[config.mk]
export PLATFORM = sky130hd
export DESIGN_NAME = pss_device_flat
export DESIGN_NICKNAME = d
export VERILOG_FILES = /design/src/rtl/pss_pkg.sv /design/src/rtl/pss_if.sv /design/src/rtl/pss_device.sv /design/src/flat_wrapper.sv
export SDC_FILE = /design/constraint.sdc
export NUM_CORES = 1
export LEC_CHECK = 0
export ABC_AREA = 1
export ABC_CLOCK_PERIOD_IN_PS = 2600
export BUFFER_PORTS_ARGS = -buffer_cell sky130_fd_sc_hd__buf_2
export CAP_MARGIN = 30
export CORE_ASPECT_RATIO = 1.4
export CORE_UTILIZATION = 50
export DETAILED_ROUTE_END_ITERATION = 10
export PLACE_DENSITY = 0.74
export SYNTH_ARGS = -nofsm -noshare
export SYNTH_HDL_FRONTEND = slang
export SYNTH_SLANG_ARGS = --single-unit
[constraint.sdc]
create_clock -name core_clk -period 2.6 [get_ports core_clk]
set_input_delay 0.13 -clock core_clk [delete_from_list [all_inputs] [get_ports core_clk]]
set_output_delay 0.13 -clock core_clk [all_outputs]
set_load 0.03 [all_outputs]
[src/rtl/pss_pkg.sv]
// package: shared constants and types for the power source selector
package pss_pkg;
   localparam int unsigned CLK_MHZ       = 200;
   // break-before-make dead time in ns, converted to cycles below
   localparam int unsigned DEAD_NS       = 100;
   localparam int unsigned DEAD_CYC      = (DEAD_NS * CLK_MHZ + 999) / 1000;
   localparam int unsigned SYNC_STAGES   = 2;
   localparam bit          VARIANT_FIRST = 1'b0;
   localparam bit          VARIANT_SECOND = 1'b1;
   localparam logic        SW_ON         = 1'b0;
   localparam logic        SW_OFF        = 1'b1;

   typedef enum logic [2:0] {
      PSS_ADAPTER   = 3'b000,
      PSS_BRK_TO_BAT = 3'b001,
      PSS_BATTERY   = 3'b011,
      PSS_BRK_TO_AC = 3'b010
   } pss_state_e;
endpackage

[src/rtl/pss_if.sv]
// interface: pins between the selector device and the host controller
`timescale 1ns/1ps
interface pss_if;
   logic adapter_present_out;
   logic alarm_out;
   logic adapter_select_in;
   logic converter_enable;

   modport device (
      output adapter_present_out,
      output alarm_out,
      input  adapter_select_in,
      input  converter_enable
   );
   modport host (
      input  adapter_present_out,
      input  alarm_out,
      output adapter_select_in,
      output converter_enable
   );
endinterface

[src/rtl/pss_device.sv]
// selector device: source selection, break-before-make and alarm logic
// Behaviour
// - adapter detect low means adapter lost
// - adapter present output follows adapter detect
// - adapter loss on adapter: switch battery, alarm
// - adapter return: select from select input
// - host holds select low to stay battery
// - battery removed on battery: switch to adapter
// - first variant alarms on switch state mismatch
// - charging suspended while battery selected
// - select low keeps battery; high reselects adapter
// - adapter off before battery on
// - load sense blocks battery if adapter shorted
// - alarm high while battery below depletion level
// - first variant stays on source when depleted
// - first variant: deep discharge reverts to adapter
// - second variant: depletion reverts to adapter
// - reinsertion: variant-specific source choice
// - adapter selection needs present, plus select high or an override rule
// - host drops converter enable on adapter loss
`timescale 1ns/1ps
module pss_device #(
   parameter bit          VARIANT  = pss_pkg::VARIANT_FIRST,
   parameter int unsigned DEAD_CYC = pss_pkg::DEAD_CYC
) (
   input  wire logic core_clk,
   input  wire logic nrst,
   pss_if.device     hif,
   input  wire logic adapter_detect_in,
   input  wire logic deplete_level_in,
   input  wire logic deep_discharge_in,
   input  wire logic battery_present_in,
   input  wire logic load_voltage_sense,
   input  wire logic sense_enable_in,
   input  wire logic adapter_switch_fb,
   input  wire logic battery_switch_fb,
   output logic      adapter_switch_drive,
   output logic      battery_switch_drive,
   output logic      charge_enable_out
);
   localparam int unsigned NSYNC = 8;
   localparam int unsigned CW    = $clog2(DEAD_CYC + 1);

   if (DEAD_CYC < 1) begin : g_bad_dead
      $error("dead time must be at least one cycle");
   end

   logic [NSYNC-1:0] raw;
   logic [NSYNC-1:0] s1_reg;
   logic [NSYNC-1:0] s2_reg;
   assign raw = {adapter_switch_fb, battery_switch_fb, sense_enable_in,
                 load_voltage_sense, battery_present_in, deep_discharge_in,
                 deplete_level_in, adapter_detect_in};

   always_ff @(posedge core_clk or negedge nrst) begin
      if (!nrst) begin
         s1_reg <= '0;
         s2_reg <= '0;
      end else begin
         s1_reg <= raw;
         s2_reg <= s1_reg;
      end
   end

   // sync stages reset to zero, which is not the idle level of every pin;
   // nothing acts on them until they hold real pin data
   logic [1:0] run_reg;
   logic       run;
   always_ff @(posedge core_clk or negedge nrst) begin
      if (!nrst)
         run_reg <= '0;
      else
         run_reg <= {run_reg[0], 1'b1};
   end
   assign run = run_reg[1];

   logic ac_ok, depleted, deep, bat_in, vs_high, vs_en, ac_fb, bat_fb;
   logic sel_sync1_reg, sel_reg;
   assign ac_ok    = s2_reg[0];
   assign depleted = s2_reg[1];
   assign deep     = s2_reg[2];
   assign bat_in   = s2_reg[3];
   assign vs_high  = s2_reg[4];
   assign vs_en    = s2_reg[5];
   assign bat_fb   = s2_reg[6];
   assign ac_fb    = s2_reg[7];

   always_ff @(posedge core_clk or negedge nrst) begin
      if (!nrst) begin
         sel_sync1_reg <= 1'b0;
         sel_reg       <= 1'b0;
      end else begin
         sel_sync1_reg <= hif.adapter_select_in;
         sel_reg       <= sel_sync1_reg;
      end
   end

   // shorted adapter switch: load still high with sense enabled and adapter present
   logic ac_short;
   assign ac_short = vs_en && vs_high && ac_ok;

   // second variant: battery reinserted while adapter present stays off
   logic bat_lock_reg;
   always_ff @(posedge core_clk or negedge nrst) begin
      if (!nrst)
         bat_lock_reg <= 1'b0;
      else if (run && VARIANT == pss_pkg::VARIANT_SECOND && !bat_in)
         bat_lock_reg <= 1'b1;
      else if (!ac_ok)
         bat_lock_reg <= 1'b0;
   end

   logic want_ac;
   always_comb begin
      want_ac = sel_reg && ac_ok;
      if (ac_ok && !bat_in)
         want_ac = 1'b1;
      if (ac_ok && bat_lock_reg)
         want_ac = 1'b1;
      if (VARIANT == pss_pkg::VARIANT_FIRST && ac_ok && deep)
         want_ac = 1'b1;
      if (VARIANT == pss_pkg::VARIANT_SECOND && ac_ok && depleted)
         want_ac = 1'b1;
      if (!ac_ok)
         want_ac = 1'b0;
   end

   pss_pkg::pss_state_e st_reg;
   logic [CW-1:0]       cnt_reg;
   logic                auto_bat_reg;

   always_ff @(posedge core_clk or negedge nrst) begin
      if (!nrst) begin
         st_reg  <= pss_pkg::PSS_ADAPTER;
         cnt_reg <= '0;
      end else begin
         case (st_reg)
            pss_pkg::PSS_ADAPTER: begin
               // manual switch is refused if the adapter switch is shorted
               if (run && !want_ac && (!ac_ok || !ac_short)) begin
                  st_reg  <= pss_pkg::PSS_BRK_TO_BAT;
                  cnt_reg <= CW'(DEAD_CYC);
               end
            end
            pss_pkg::PSS_BRK_TO_BAT: begin
               if (cnt_reg > CW'(1))
                  cnt_reg <= cnt_reg - CW'(1);
               else
                  st_reg <= pss_pkg::PSS_BATTERY;
            end
            pss_pkg::PSS_BATTERY: begin
               if (want_ac) begin
                  st_reg  <= pss_pkg::PSS_BRK_TO_AC;
                  cnt_reg <= CW'(DEAD_CYC);
               end
            end
            pss_pkg::PSS_BRK_TO_AC: begin
               if (cnt_reg > CW'(1))
                  cnt_reg <= cnt_reg - CW'(1);
               else
                  st_reg <= pss_pkg::PSS_ADAPTER;
            end
            default: st_reg <= pss_pkg::PSS_ADAPTER;
         endcase
      end
   end

   // remembers a fail-over caused by adapter loss, for the alarm
   always_ff @(posedge core_clk or negedge nrst) begin
      if (!nrst)
         auto_bat_reg <= 1'b0;
      else if (run && st_reg == pss_pkg::PSS_ADAPTER && !ac_ok)
         auto_bat_reg <= 1'b1;
      else if (ac_ok)
         auto_bat_reg <= 1'b0;
   end

   // adapter switch stays off until a present adapter has been seen once
   logic started_reg;
   always_ff @(posedge core_clk or negedge nrst) begin
      if (!nrst)
         started_reg <= 1'b0;
      else if (run && ac_ok)
         started_reg <= 1'b1;
   end

   logic ac_cmd, bat_cmd, mismatch;
   always_comb begin
      ac_cmd  = pss_pkg::SW_OFF;
      bat_cmd = pss_pkg::SW_OFF;
      if (st_reg == pss_pkg::PSS_ADAPTER && started_reg)
         ac_cmd = pss_pkg::SW_ON;
      if (st_reg == pss_pkg::PSS_BATTERY)
         bat_cmd = pss_pkg::SW_ON;
   end
   // feedback passes the input synchroniser, so it is compared with drives
   // of the same age; otherwise each switch change would raise the alarm
   logic [1:0] drv_d1_reg;
   logic [1:0] drv_d2_reg;
   always_ff @(posedge core_clk or negedge nrst) begin
      if (!nrst) begin
         drv_d1_reg <= {2{pss_pkg::SW_OFF}};
         drv_d2_reg <= {2{pss_pkg::SW_OFF}};
      end else begin
         drv_d1_reg <= {adapter_switch_drive, battery_switch_drive};
         drv_d2_reg <= drv_d1_reg;
      end
   end
   // feedback is low when a switch conducts; checked only in steady states
   assign mismatch = run &&
                     (st_reg == pss_pkg::PSS_ADAPTER ||
                      st_reg == pss_pkg::PSS_BATTERY) &&
                     ({ac_fb, bat_fb} != drv_d2_reg);

   always_ff @(posedge core_clk or negedge nrst) begin
      if (!nrst) begin
         adapter_switch_drive    <= pss_pkg::SW_OFF;
         battery_switch_drive    <= pss_pkg::SW_OFF;
         charge_enable_out       <= 1'b0;
         hif.adapter_present_out <= 1'b0;
         hif.alarm_out           <= 1'b0;
      end else begin
         adapter_switch_drive    <= ac_cmd;
         battery_switch_drive    <= bat_cmd;
         charge_enable_out       <= (ac_cmd == pss_pkg::SW_ON);
         hif.adapter_present_out <= ac_ok;
         hif.alarm_out <= depleted || auto_bat_reg
            || (VARIANT == pss_pkg::VARIANT_FIRST && mismatch);
      end
   end
endmodule

[src/flat_wrapper.sv]
// flat-port wrapper written by rule: the top's interface ports become plain ports
module pss_device_flat 
#(
   parameter bit          VARIANT  = pss_pkg::VARIANT_FIRST,
   parameter int unsigned DEAD_CYC = pss_pkg::DEAD_CYC
)
  (core_clk, nrst, adapter_detect_in, deplete_level_in, deep_discharge_in, battery_present_in, load_voltage_sense, sense_enable_in, adapter_switch_fb, battery_switch_fb, adapter_switch_drive, battery_switch_drive, charge_enable_out, hif_adapter_present_out, hif_alarm_out, hif_adapter_select_in, hif_converter_enable);
  pss_if hif_i ();
  input  wire logic core_clk;
  input  wire logic nrst;
  input  wire logic adapter_detect_in;
  input  wire logic deplete_level_in;
  input  wire logic deep_discharge_in;
  input  wire logic battery_present_in;
  input  wire logic load_voltage_sense;
  input  wire logic sense_enable_in;
  input  wire logic adapter_switch_fb;
  input  wire logic battery_switch_fb;
  output logic adapter_switch_drive;
  output logic battery_switch_drive;
  output logic charge_enable_out;
  output wire logic [$bits(hif_i.adapter_present_out)-1:0] hif_adapter_present_out;
  output wire logic [$bits(hif_i.alarm_out)-1:0] hif_alarm_out;
  input wire logic [$bits(hif_i.adapter_select_in)-1:0] hif_adapter_select_in;
  input wire logic [$bits(hif_i.converter_enable)-1:0] hif_converter_enable;
  assign hif_adapter_present_out = hif_i.adapter_present_out;
  assign hif_alarm_out = hif_i.alarm_out;
  assign hif_i.adapter_select_in = hif_adapter_select_in;
  assign hif_i.converter_enable = hif_converter_enable;
  pss_device #(.VARIANT(VARIANT), .DEAD_CYC(DEAD_CYC)) u_core (.core_clk(core_clk), .nrst(nrst), .hif(hif_i), .adapter_detect_in(adapter_detect_in), .deplete_level_in(deplete_level_in), .deep_discharge_in(deep_discharge_in), .battery_present_in(battery_present_in), .load_voltage_sense(load_voltage_sense), .sense_enable_in(sense_enable_in), .adapter_switch_fb(adapter_switch_fb), .battery_switch_fb(battery_switch_fb), .adapter_switch_drive(adapter_switch_drive), .battery_switch_drive(battery_switch_drive), .charge_enable_out(charge_enable_out));
endmodule
Yosys cells after proc, flatten, opt, wreduce, memory -nomap -nowiden
Index checks and enable logic that the tools add are counted.
{"block": "totals", "reg_bits": 39, "input_bits": 12, "out_inout_bits": 5, "elab_cells": 70}
{"block": "op_classes", "addsub": 1, "magnitude_cmp": 1, "n_eq_ne": 9, "muxes": 16, "reduce_logical": 27}
{"op": "5-bit 2-to-1 mux", "n": 3}
{"op": "5-bit case mux with 3 select lines", "n": 1}
{"op": "1-bit logical AND", "n": 13}
{"op": "3-bit 2-to-1 mux", "n": 4}
{"op": "3-bit case mux with 4 select lines", "n": 1}
{"op": "4-bit AND reduction", "n": 2}
{"op": "1-bit 2-to-1 mux", "n": 7}
{"op": "3-bit by 2-bit equality test with 1-bit output, second input constant", "n": 2}
{"op": "2-bit by 1-bit inequality test with 1-bit output, second input constant", "n": 3}
{"op": "5-bit by 1-bit greater-than comparator with 1-bit output, second input constant", "n": 1}
{"op": "5-bit by 1-bit subtractor with 5-bit output, second input constant", "n": 1}
{"op": "1-bit logical NOT", "n": 4}
{"op": "1-bit logical OR", "n": 4}
{"op": "2-bit inequality test, second input constant", "n": 2}
{"op": "3-bit by 1-bit equality test with 1-bit output, second input constant", "n": 1}
{"op": "3-bit logical NOT", "n": 1}
{"op": "3-bit nonzero test", "n": 1}
{"op": "2-bit inequality test", "n": 1}
{"op": "2-bit nonzero test", "n": 1}
{"op": "2-bit OR reduction", "n": 1}

Logic depth before layout (Yosys ltp)
Gate-level depths: netlist (run 1).
{"block": "depth", "depth_word": 10, "mapped_depth": 8, "mapped_depth_nobuf": 8}

Least setup slack after synthesis (run 1)
No wires, ideal clock.
{"block": "synth_path", "kind": "reg-to-reg", "startpoint": "register u_core.st_reg[0]", "endpoint": "register u_core.cnt_reg[4]", "arrival_ns": 1.195, "setup_slack_ns": 1.288, "path_stages_with_launch": 8, "path_buffers": 0, "cell_sequence": "dfrtp_1 -> inv_1 -> ha_1 -> inv_1 -> o21ai_0 -> nand2_1 -> nand4_1 -> nand2_1"}
{"block": "synth_via", "elab_chain_len": 4}
{"element": "start, declared", "line_no": "pss_device.sv:128", "text": "pss_pkg::pss_state_e st_reg;"}
{"element": "start signal, assigned", "line_no": "pss_device.sv:134", "text": "st_reg <= pss_pkg::PSS_ADAPTER;"}
{"element": "start signal, assigned", "line_no": "pss_device.sv:141", "text": "st_reg <= pss_pkg::PSS_BRK_TO_BAT;"}
{"element": "start signal, assigned", "line_no": "pss_device.sv:149", "text": "st_reg <= pss_pkg::PSS_BATTERY;"}
{"element": "3-bit by 1-bit equality test with 1-bit output or 3-bit by 2-bit equality test with 1-bit output (tied branches)", "line_no": "pss_device.sv:137", "text": "case (st_reg)"}
{"element": "2-bit OR reduction (no source line)"}
{"element": "2-bit by 1-bit inequality test with 1-bit output (no source line) or 3-bit nonzero test (tied branches)"}
{"element": "4-bit AND reduction (no source line)"}
{"element": "end signal, assigned", "line_no": "pss_device.sv:142", "text": "cnt_reg <= CW'(DEAD_CYC);"}
{"element": "end signal, assigned", "line_no": "pss_device.sv:147", "text": "cnt_reg <= cnt_reg - CW'(1);"}
{"element": "end signal, assigned", "line_no": "pss_device.sv:154", "text": "cnt_reg <= CW'(DEAD_CYC);"}
{"element": "end, declared", "line_no": "pss_device.sv:129", "text": "logic [CW-1:0] cnt_reg;"}
Several ways; a longest one is shown, not always the timed one.
A chain may end at the register's enable or synchronous reset.

Final worst setup path (run 1)
Ends and elaborated chain as after synthesis.

==> results of run 1 <==
## final cells by class
type | count | area [µm²] | share of cell area [%]
Clock buffer | 6 | 51.3 | 3.04
Clock inverter | 2 | 12.5 | 0.741
Inverter | 12 | 45.0 | 2.67
Multi-Input combinational cell | 68 | 402 | 23.8
Sequential cell | 38 | 958 | 56.7
Tap cell | 36 | 45.0 | 2.67
Timing Repair Buffer | 25 | 175 | 10.4
## power groups by stage
| stage | clock (mW) | sequential, mW | combinational (mW) |
|---|---|---|---|
| 5_1_grt | 0.349 | 0.841 | 0.755 |
| 3_5_place_dp | 0 | 0.836 | 0.661 |
| 2_1_floorplan | 0 | 0.872 | 0.458 |
| 4_1_cts | 0.317 | 0.824 | 0.676 |
| 6_report | 0.305 | 0.824 | 0.667 |
| 3_3_place_gp | 0 | 0.826 | 0.624 |
## cells by family after synthesis
| group | Yosys count | synth area share [%] |
|---|---|---|
| simple gates | 51 | 18.1 |
| flops | 38 | 68.2 |
| buf+inv | 12 | 3.21 |
| compound gates | 8 | 3.65 |
| fa+ha+maj | 6 | 5.34 |
| xor+xnor | 2 | 1.25 |
| other cells | 1 | 0.267 |
## layout by cell type, fill, tap and decap left out, drive strengths merged
master       instances
or2                  2
dfrtp               32
o211ai               1
o21bai               1
clkinvlp             1
nand3                6
nor2                 9
a21o                 1
a21oi                2
buf                 15
o21ai                3
clkinv               1
dlygate4sd3         10
nand2               26
dfstp                6
ha                   6
conb                 1
xor2                 2
nand4                8
clkbuf               6
inv                 12
## worst max path at each step
| stage | start | to | slack, ns | depth (start not counted) |
|---|---|---|---|---|
| after floorplan | u_core.st_reg[0]$_DFFE_PN0P_ | u_core.cnt_reg[4]$_DFFE_PN0P_ | 1.29 | 7 |
| after global placement | u_core.st_reg[0]$_DFFE_PN0P_ | u_core.cnt_reg[4]$_DFFE_PN0P_ | 1.18 | 7 |
| after detailed placement | u_core.st_reg[1]$_DFFE_PN0P_ | u_core.cnt_reg[4]$_DFFE_PN0P_ | 1.13 | 7 |
| after CTS | u_core.st_reg[1]$_DFFE_PN0P_ | u_core.cnt_reg[4]$_DFFE_PN0P_ | 1.11 | 7 |
| after global routing | u_core.st_reg[1]$_DFFE_PN0P_ | u_core.cnt_reg[4]$_DFFE_PN0P_ | 0.99 | 7 |
| final | u_core.st_reg[0]$_DFFE_PN0P_ | u_core.cnt_reg[4]$_DFFE_PN0P_ | 1.13 | 7 |
## worst reg2reg max path, stage by stage, from the launching register on
cell and delay [ns]:
dfrtp_1 0.40, inv_1 0.08, ha_1 0.39, inv_1 0.12
o21ai_0 0.17, nand2_1 0.07, nand4_1 0.09, nand2_1 0.06
## through the flow
stage               power [mW]  hold WS (ns)
detailed placement        1.50         0.240
floorplan                 1.33        -0.166
global route              1.94         0.365
CTS                       1.82         0.358
global placement          1.45         0.238
finish                    1.80         0.357
## per-layer routing
layer	routed length [µm]	global-route usage [%]	up-vias	part of all wire, %
met5	0	0	-	0
met4	37	8.21	0	1.6
met3	48	4.18	4	2.1
met2	1270	30.7	15	57
met1	890	21.1	427	40
li1	-	-	443	-
## what timing repair did
item / CTS / global route
gates resized for setup: 0 / 0
hold buffers: 10 / 0
hold endpoints to repair: 41 / 0
buffers inserted: 0 / 0
setup endpoints to repair: 0 / 0
==> results.rst, run 1 <==
.. list-table::
   :header-rows: 1

   * - Metric
     - Value
   * - Result of the run
     - finished clean
   * - Top_reg_cell synth
     - dfrtp_1
   * - Part of the power in the clock network
     - 17.0%
   * - Internal
     - 1.12 mW
   * - Antenna viol nets, final
     - 0
   * - # DRC
     - 0
   * - Number of H-tree levels
     - 2
   * - Non-Filler Instances
     - 187
   * - Cell area after synthesis
     - 0.00141 mm²
   * - Kind of end point of the critical path
     - register
   * - Critical-path top delay cell
     - dfrtp_1
   * - Placer's final routability congestion estimate
     - 0.795
   * - FF-to-FF Start
     - u_core.st_reg[0]$_DFFE_PN0P_
   * - Growth of design area from synthesis to finish
     - 20.2%
   * - Via count normalized by instance count
     - 4.75
   * - Post-synth ARST share
     - 100%
   * - Clock buffer depth
     - 2
   * - Final design utilization
     - 63.9%
   * - Internal reg-to-reg setup slack
     - 1.13 ns
   * - Combinational share of power
     - 37.1%
   * - Crit path buffers/inverters
     - 2
   * - Cell family contributing the most delay on the critical path
     - flip-flops
   * - Final wirelength
     - 2250 µm
   * - Synth area leaders
     - dfrtp_1 (57%), dfstp_2 (11%), nand2_1 (6.1%)
   * - Hold Path Cell Cnt
     - 0
   * - Hold Startpoint
     - u_core.s1_reg[2]$_DFF_PN0_
   * - Synth area leader
     - dfrtp_1
   * - Required time worst endpoint
     - 2.82 ns
   * - TNS Setup
     - 0 ns
   * - Area of placed instances
     - 0.00153 mm²
   * - Share of final-layout standard cells stronger than drive strength 1
     - 25.2%
   * - Die boundary height
     - 64.7 µm
   * - Maximum number of pins on one net before global-route repair
     - 39
   * - Global route total overflow
     - 0
   * - Setup slack at placement
     - 1.13 ns
   * - Iter 0 DRT Violations
     - 13
   * - Fillcell total
     - 222
   * - Number of optimization iterations in the first detailed-route pass
     - 4
   * - Total power divided by cell area
     - 1060 mW/mm²
   * - Most frequent cell after synthesis
     - dfrtp_1
   * - Sequential share of the synthesized area
     - 68.2%
   * - Number of cells produced by synthesis
     - 118
   * - Data arrival at the endpoint of the critical path
     - 1.70 ns
   * - Final critical-path required period
     - 1.47 ns
   * - TritonCTS clock tree
     - built
   * - Largest driver fanout on the critical path
     - 4
   * - Initial standard-cell utilization of the core
     - 53.2%
   * - Number of pins exceeding their max-slew limit in the final report
     - 0
   * - Dpl cells
     - 169
   * - Number of clock buffers inserted by TritonCTS
     - 5
   * - Fin nets
     - 168
   * - Syn Nets
     - 136
   * - Number of port buffers
     - 15
   * - Type of the worst setup path
     - register to register
   * - Setup repair after global routing missed its margin
     - no
   * - Min-Delay Path Class
     - register to register
   * - Routed length per placed instance
     - 12.0 µm
   * - Highest cell delay on the worst timing path
     - 0.40 ns
   * - Post-synth cell types
     - 20
   * - Io pins
     - 17
   * - Global-route wire length before repair
     - 3810 µm
   * - Number of clock sinks
     - 38
   * - Number of synthesized register bits
     - 38
   * - Fraction of power spent switching nets
     - 37.7%
   * - Synthesized area per cell
     - 11.9 µm²
   * - Number of cells on the worst reg-to-reg path
     - 7
   * - Final Cycle Share
     - 56.7%
   * - Die boundary width
     - 46.8 µm
   * - Setup slack of the critical path after layout
     - 1.13 ns
   * - Number of flops mapped to enable cells by yosys
     - 0
   * - Reg clk slew, reported paths
     - 0.11 ns
   * - Floorplan row count
     - 22
   * - Final standard cell area without fillers
     - 0.00169 mm²
   * - FMAX
     - 678 MHz
   * - Leading cell types by count after synthesis
     - dfrtp_1 (32), nand2_1 (23), inv_1 (12), nor2_1 (8), nand4_1 (7)
   * - Switching power summed over all nets
     - 0.676 mW
   * - DPL Wire Length
     - 1540 µm
   * - Initial antenna violation count
     - 0
   * - Yosys top cell area share
     - 57.0%
   * - Die area
     - 0.00303 mm²
   * - Final Setup Violations
     - 0
   * - Critical path startpoint category
     - register
   * - Combined global-route utilization of all metal layers
     - 18.2%
   * - Clock latency of the later-clocked register in the worst-skew pair
     - 0.32 ns
   * - Number of failing hold endpoints at the final stage
     - 0
   * - R2r endpoint
     - u_core.cnt_reg[4]$_DFFE_PN0P_
   * - Ant. Diodes
     - 0
   * - Worst VDD drop
     - 0.000707 V
   * - Leakage power total
     - 0.835 nW
   * - Root buffer cell
     - clkbuf_4
   * - Max Cap Viol
     - 0
   * - Measured slew at the worst slew-check pin
     - 0.803 ns
   * - Endpoint of the worst hold-timing path
     - u_core.s2_reg[2]$_DFF_PN0_
   * - Via count of the first global-routing pass
     - 921
   * - Warnings, synthesis
     - 0
   * - Via Count
     - 889
   * - Core ar.
     - 0.00264 mm²
   * - Worst rel slew slack
     - 46.5%
   * - Worst clock skew
     - 0.00778 ns
   * - Sequential fraction of design power
     - 45.9%
   * - CP Cell Sequence
     - inv_1 -> ha_1 -> inv_1 -> o21ai_0 -> nand2_1 -> nand4_1 -> nand2_1
Note: power is estimated with default switching activity, not from simulation.
==> inputs of run 2 (changes only) <==
--- a/config.mk
+++ b/config.mk
@@ -6,13 +6,13 @@
 export NUM_CORES = 1
 export LEC_CHECK = 0
 export ABC_AREA = 1
-export ABC_CLOCK_PERIOD_IN_PS = 2600
+export ABC_CLOCK_PERIOD_IN_PS = 1300
 export BUFFER_PORTS_ARGS = -buffer_cell sky130_fd_sc_hd__buf_2
 export CAP_MARGIN = 30
 export CORE_ASPECT_RATIO = 1.4
 export CORE_UTILIZATION = 50
 export DETAILED_ROUTE_END_ITERATION = 10
-export PLACE_DENSITY = 0.74
+export PLACE_DENSITY = 0.77
 export SYNTH_ARGS = -nofsm -noshare
 export SYNTH_HDL_FRONTEND = slang
 export SYNTH_SLANG_ARGS = --single-unit
==> constraint.sdc (replaced) <==
create_clock -name core_clk -period 1.3 [get_ports core_clk]
set_input_delay 0.065 -clock core_clk [delete_from_list [all_inputs] [get_ports core_clk]]
set_output_delay 0.065 -clock core_clk [all_outputs]
set_load 0.03 [all_outputs]
==> run 2 against run 1 <==
Compared with the run above: register-to-register slack lost 1.1 ns; cell count increased by 7.0%; design area increased by 13%; power grew 140%; critical path type unchanged; critical path depth is 1 lower; the run now ends with negative setup slack left; sequential cell count unchanged; maximum frequency rose by 12%.
==> results.rst, run 2 (synthesis results as in run 1) <==
.. list-table::
   :header-rows: 1

   * - Metric
     - Value
   * - Top Usage Layer GRT
     - met2 (unchanged)
   * - Via count of the first global-routing pass
     - 1,091 (was 921)
   * - Share of final-layout standard cells stronger than drive strength 1
     - 41.5% (was 25.2%)
   * - Global-route wire length before repair
     - 4200 µm (was 3810 µm)
   * - Met1 demand-to-capacity share in global routing
     - 19.3% (was 21.1%)
   * - Global route total overflow
     - 0 (unchanged)
   * - Initial antenna violation count
     - 0 (unchanged)
   * - Floorplan row count
     - 22 (unchanged)
   * - Number of H-tree levels
     - 2 (unchanged)
   * - Clock latency of the later-clocked register in the worst-skew pair
     - 0.34 ns (was 0.32 ns)
   * - Number of clock buffers inserted by TritonCTS
     - 5 (unchanged)
   * - Clock buffer depth
     - 2 (unchanged)
   * - Growth of design area from synthesis to finish
     - 35.4% (was 20.2%)
   * - Via count normalized by instance count
     - 5.04 (was 4.75)
   * - Placer's final routability congestion estimate
     - 0.727 (was 0.795)
   * - Fillcell total
     - 183 (was 222)
   * - Kind of end point of the critical path
     - register (unchanged)
   * - Number of clock sinks
     - 38 (unchanged)
   * - Number of cells on the worst reg-to-reg path
     - 6 (was 7)
   * - Initial standard-cell utilization of the core
     - 53.2% (unchanged)
   * - Root buffer cell
     - clkbuf_4 (unchanged)
   * - Antenna viol nets, final
     - 0 (unchanged)
   * - Setup repair after global routing missed its margin
     - yes (was no)
   * - Violated checks
     - negative setup slack
   * - Combined global-route utilization of all metal layers
     - 19.6% (was 18.2%)
   * - Total Power Consumption
     - 4.25 mW (was 1.80 mW)
   * - Internal reg-to-reg setup slack
     - -0.02 ns (was 1.13 ns)
   * - Data arrival at the endpoint of the critical path
     - 1.56 ns (was 1.70 ns)
   * - Fin nets
     - 181 (was 168)
   * - Largest driver fanout on the critical path
     - 5 (was 4)
   * - Io pins
     - 17 (unchanged)
   * - Total power divided by cell area
     - 2230 mW/mm² (was 1060 mW/mm²)
   * - Most frequent standard cell in the layout excluding fill and tap cells
     - dfrtp_1 (unchanged)
   * - Number of failing hold endpoints at the final stage
     - 0 (unchanged)
   * - Critical path startpoint category
     - register (unchanged)
   * - Final Cycle Share
     - 101% (was 56.7%)
   * - # DRC
     - 0 (unchanged)
   * - Leakage power total
     - 0.911 nW (was 0.835 nW)
   * - Result of the run
     - complete, but fails checks (was finished clean)
   * - Final wirelength
     - 2610 µm (was 2250 µm)
   * - Required time worst endpoint
     - 1.54 ns (was 2.82 ns)
   * - TNS Setup
     - -0.0423 ns (was 0 ns)
   * - Setup slack of the critical path after layout
     - -0.0165 ns (was 1.13 ns)
   * - Reg clk slew, reported paths
     - 0.12 ns (was 0.11 ns)
   * - Die area
     - 0.00303 mm² (unchanged)
   * - Via Count
     - 1,008 (was 889)
   * - FF+latch area
     - 961 µm² (was 958 µm²)
   * - Worst clock skew
     - 0.0135 ns (was 0.00778 ns)
   * - Die boundary width
     - 46.8 µm (unchanged)
   * - Max Cap Viol
     - 0 (unchanged)
   * - Ant. Diodes
     - 0 (unchanged)
   * - Number of pins exceeding their max-slew limit in the final report
     - 0 (unchanged)
   * - Core ar.
     - 0.00264 mm² (unchanged)
   * - Final Setup Violations
     - 4 (was 0)
   * - Final critical-path required period
     - 1.32 ns (was 1.47 ns)
   * - Min-Delay Path Class
     - input pin to asynchronous set/reset pin (was register to register)
   * - Routed length per placed instance
     - 13.0 µm (was 12.0 µm)
   * - Maximum number of pins on one net before global-route repair
     - 21 (was 39)
   * - TritonCTS clock tree
     - built (unchanged)
   * - Type of the worst setup path
     - register to register (unchanged)
   * - Number of port buffers
     - 15 (unchanged)
   * - Met2 capacity usage during global routing
     - 36.3% (was 30.7%)
   * - Area taken by multi-input logic gates
     - 492 µm² (was 402 µm²)
   * - Die boundary height
     - 64.7 µm (unchanged)
   * - DPL Wire Length
     - 1740 µm (was 1540 µm)
   * - Worst VDD drop
     - 0.00127 V (was 0.000707 V)
   * - Final design utilization
     - 72.0% (was 63.9%)
   * - Number of optimization iterations in the first detailed-route pass
     - 4 (unchanged)
   * - FMAX
     - 760 MHz (was 678 MHz)
   * - Met3 Track Usage GR
     - 5.01% (was 4.18%)
   * - Commonest cells after routing, fill and taps aside
     - dfrtp_1 (30), nand2_1 (23), buf_2 (15) (was dfrtp_1 (32), nand2_1 (23), buf_2 (15))
   * - R2r endpoint
     - u_core.cnt_reg[1]$_DFFE_PN0P_ (was u_core.cnt_reg[4]$_DFFE_PN0P_)
   * - FF-to-FF Start
     - u_core.cnt_reg[0]$_DFFE_PN0P_ (was u_core.st_reg[0]$_DFFE_PN0P_)
   * - Iter 0 DRT Violations
     - 32 (was 13)
[run 2: worst max-delay path, stage by stage, from the launching register on]
cell and delay [ns]:
dfrtp_2 0.48, ha_4 0.17, o21bai_4 0.18, nand4_4 0.13, nand3_4 0.11, nand2_1 0.09, nand2_1 0.05
[run 2: where the power goes]
group / switching, mW / total (mW) / leakage [nW] / internal, mW
combinational: 1.08 / 1.96 / 0.440 / 0.874
sequential: 0.171 / 1.66 / 0.437 / 1.49
clock: 0.371 / 0.631 / 0.0343 / 0.260
[run 2: repair_timing]
item                       CTS  global route
setup endpoints to repair    7             8
hold endpoints to repair    41             0
buffers inserted             3             0
gates resized for setup     19            10
hold buffers                10             0
pin swaps                    7            14
[run 2: cell type report]
type	count	share of cell area, %
Sequential cell	38	50.5
Multi-Input combinational cell	68	25.8
Timing Repair Buffer	38	15.6
Clock buffer	6	2.70
Inverter	12	2.37
Tap cell	36	2.37
Clock inverter	2	0.657
[run 2: how the worst max path moves through the flow]
stage,start,endpoint,slack [ns]
after global routing,u_core.cnt_reg[0]$_DFFE_PN0P_,u_core.st_reg[0]$_DFFE_PN0P_,-0.1
final,u_core.cnt_reg[0]$_DFFE_PN0P_,u_core.cnt_reg[1]$_DFFE_PN0P_,-0.02
after CTS,u_core.st_reg[1]$_DFFE_PN0P_,u_core.st_reg[0]$_DFFE_PN0P_,-0.05
after global placement,u_core.st_reg[0]$_DFFE_PN0P_,u_core.st_reg[1]$_DFFE_PN0P_,-0.01
after floorplan,u_core.st_reg[1]$_DFFE_PN0P_,u_core.st_reg[0]$_DFFE_PN0P_,-0.01
after detailed placement,u_core.st_reg[1]$_DFFE_PN0P_,u_core.st_reg[0]$_DFFE_PN0P_,-0.10
[run 2: per-stage QoR]
| step | hold WS, ns | setup slack (ns) | cells | instance area (µm²) |
|---|---|---|---|---|
| 4_1_cts | 0.189 | -0.0525 | 200 | 1870 |
| 5_1_grt | 0.237 | -0.0954 | 200 | 1900 |
| 2_1_floorplan | -0.231 | -0.0115 | 118 | 1420 |
| 3_3_place_gp | 0.0169 | -0.0113 | 179 | 1630 |
| 3_5_place_dp | 0.0274 | -0.101 | 179 | 1630 |
| 6_report | 0.174 | -0.0165 | 200 | 1900 |
[run 2: per-layer routing]
layer | part of all wire [%] | vias up
li1 | - | 470
met1 | 34 | 499
met2 | 61 | 32
met3 | 3.4 | 7
met4 | 2.0 | 0
met5 | 0 | -
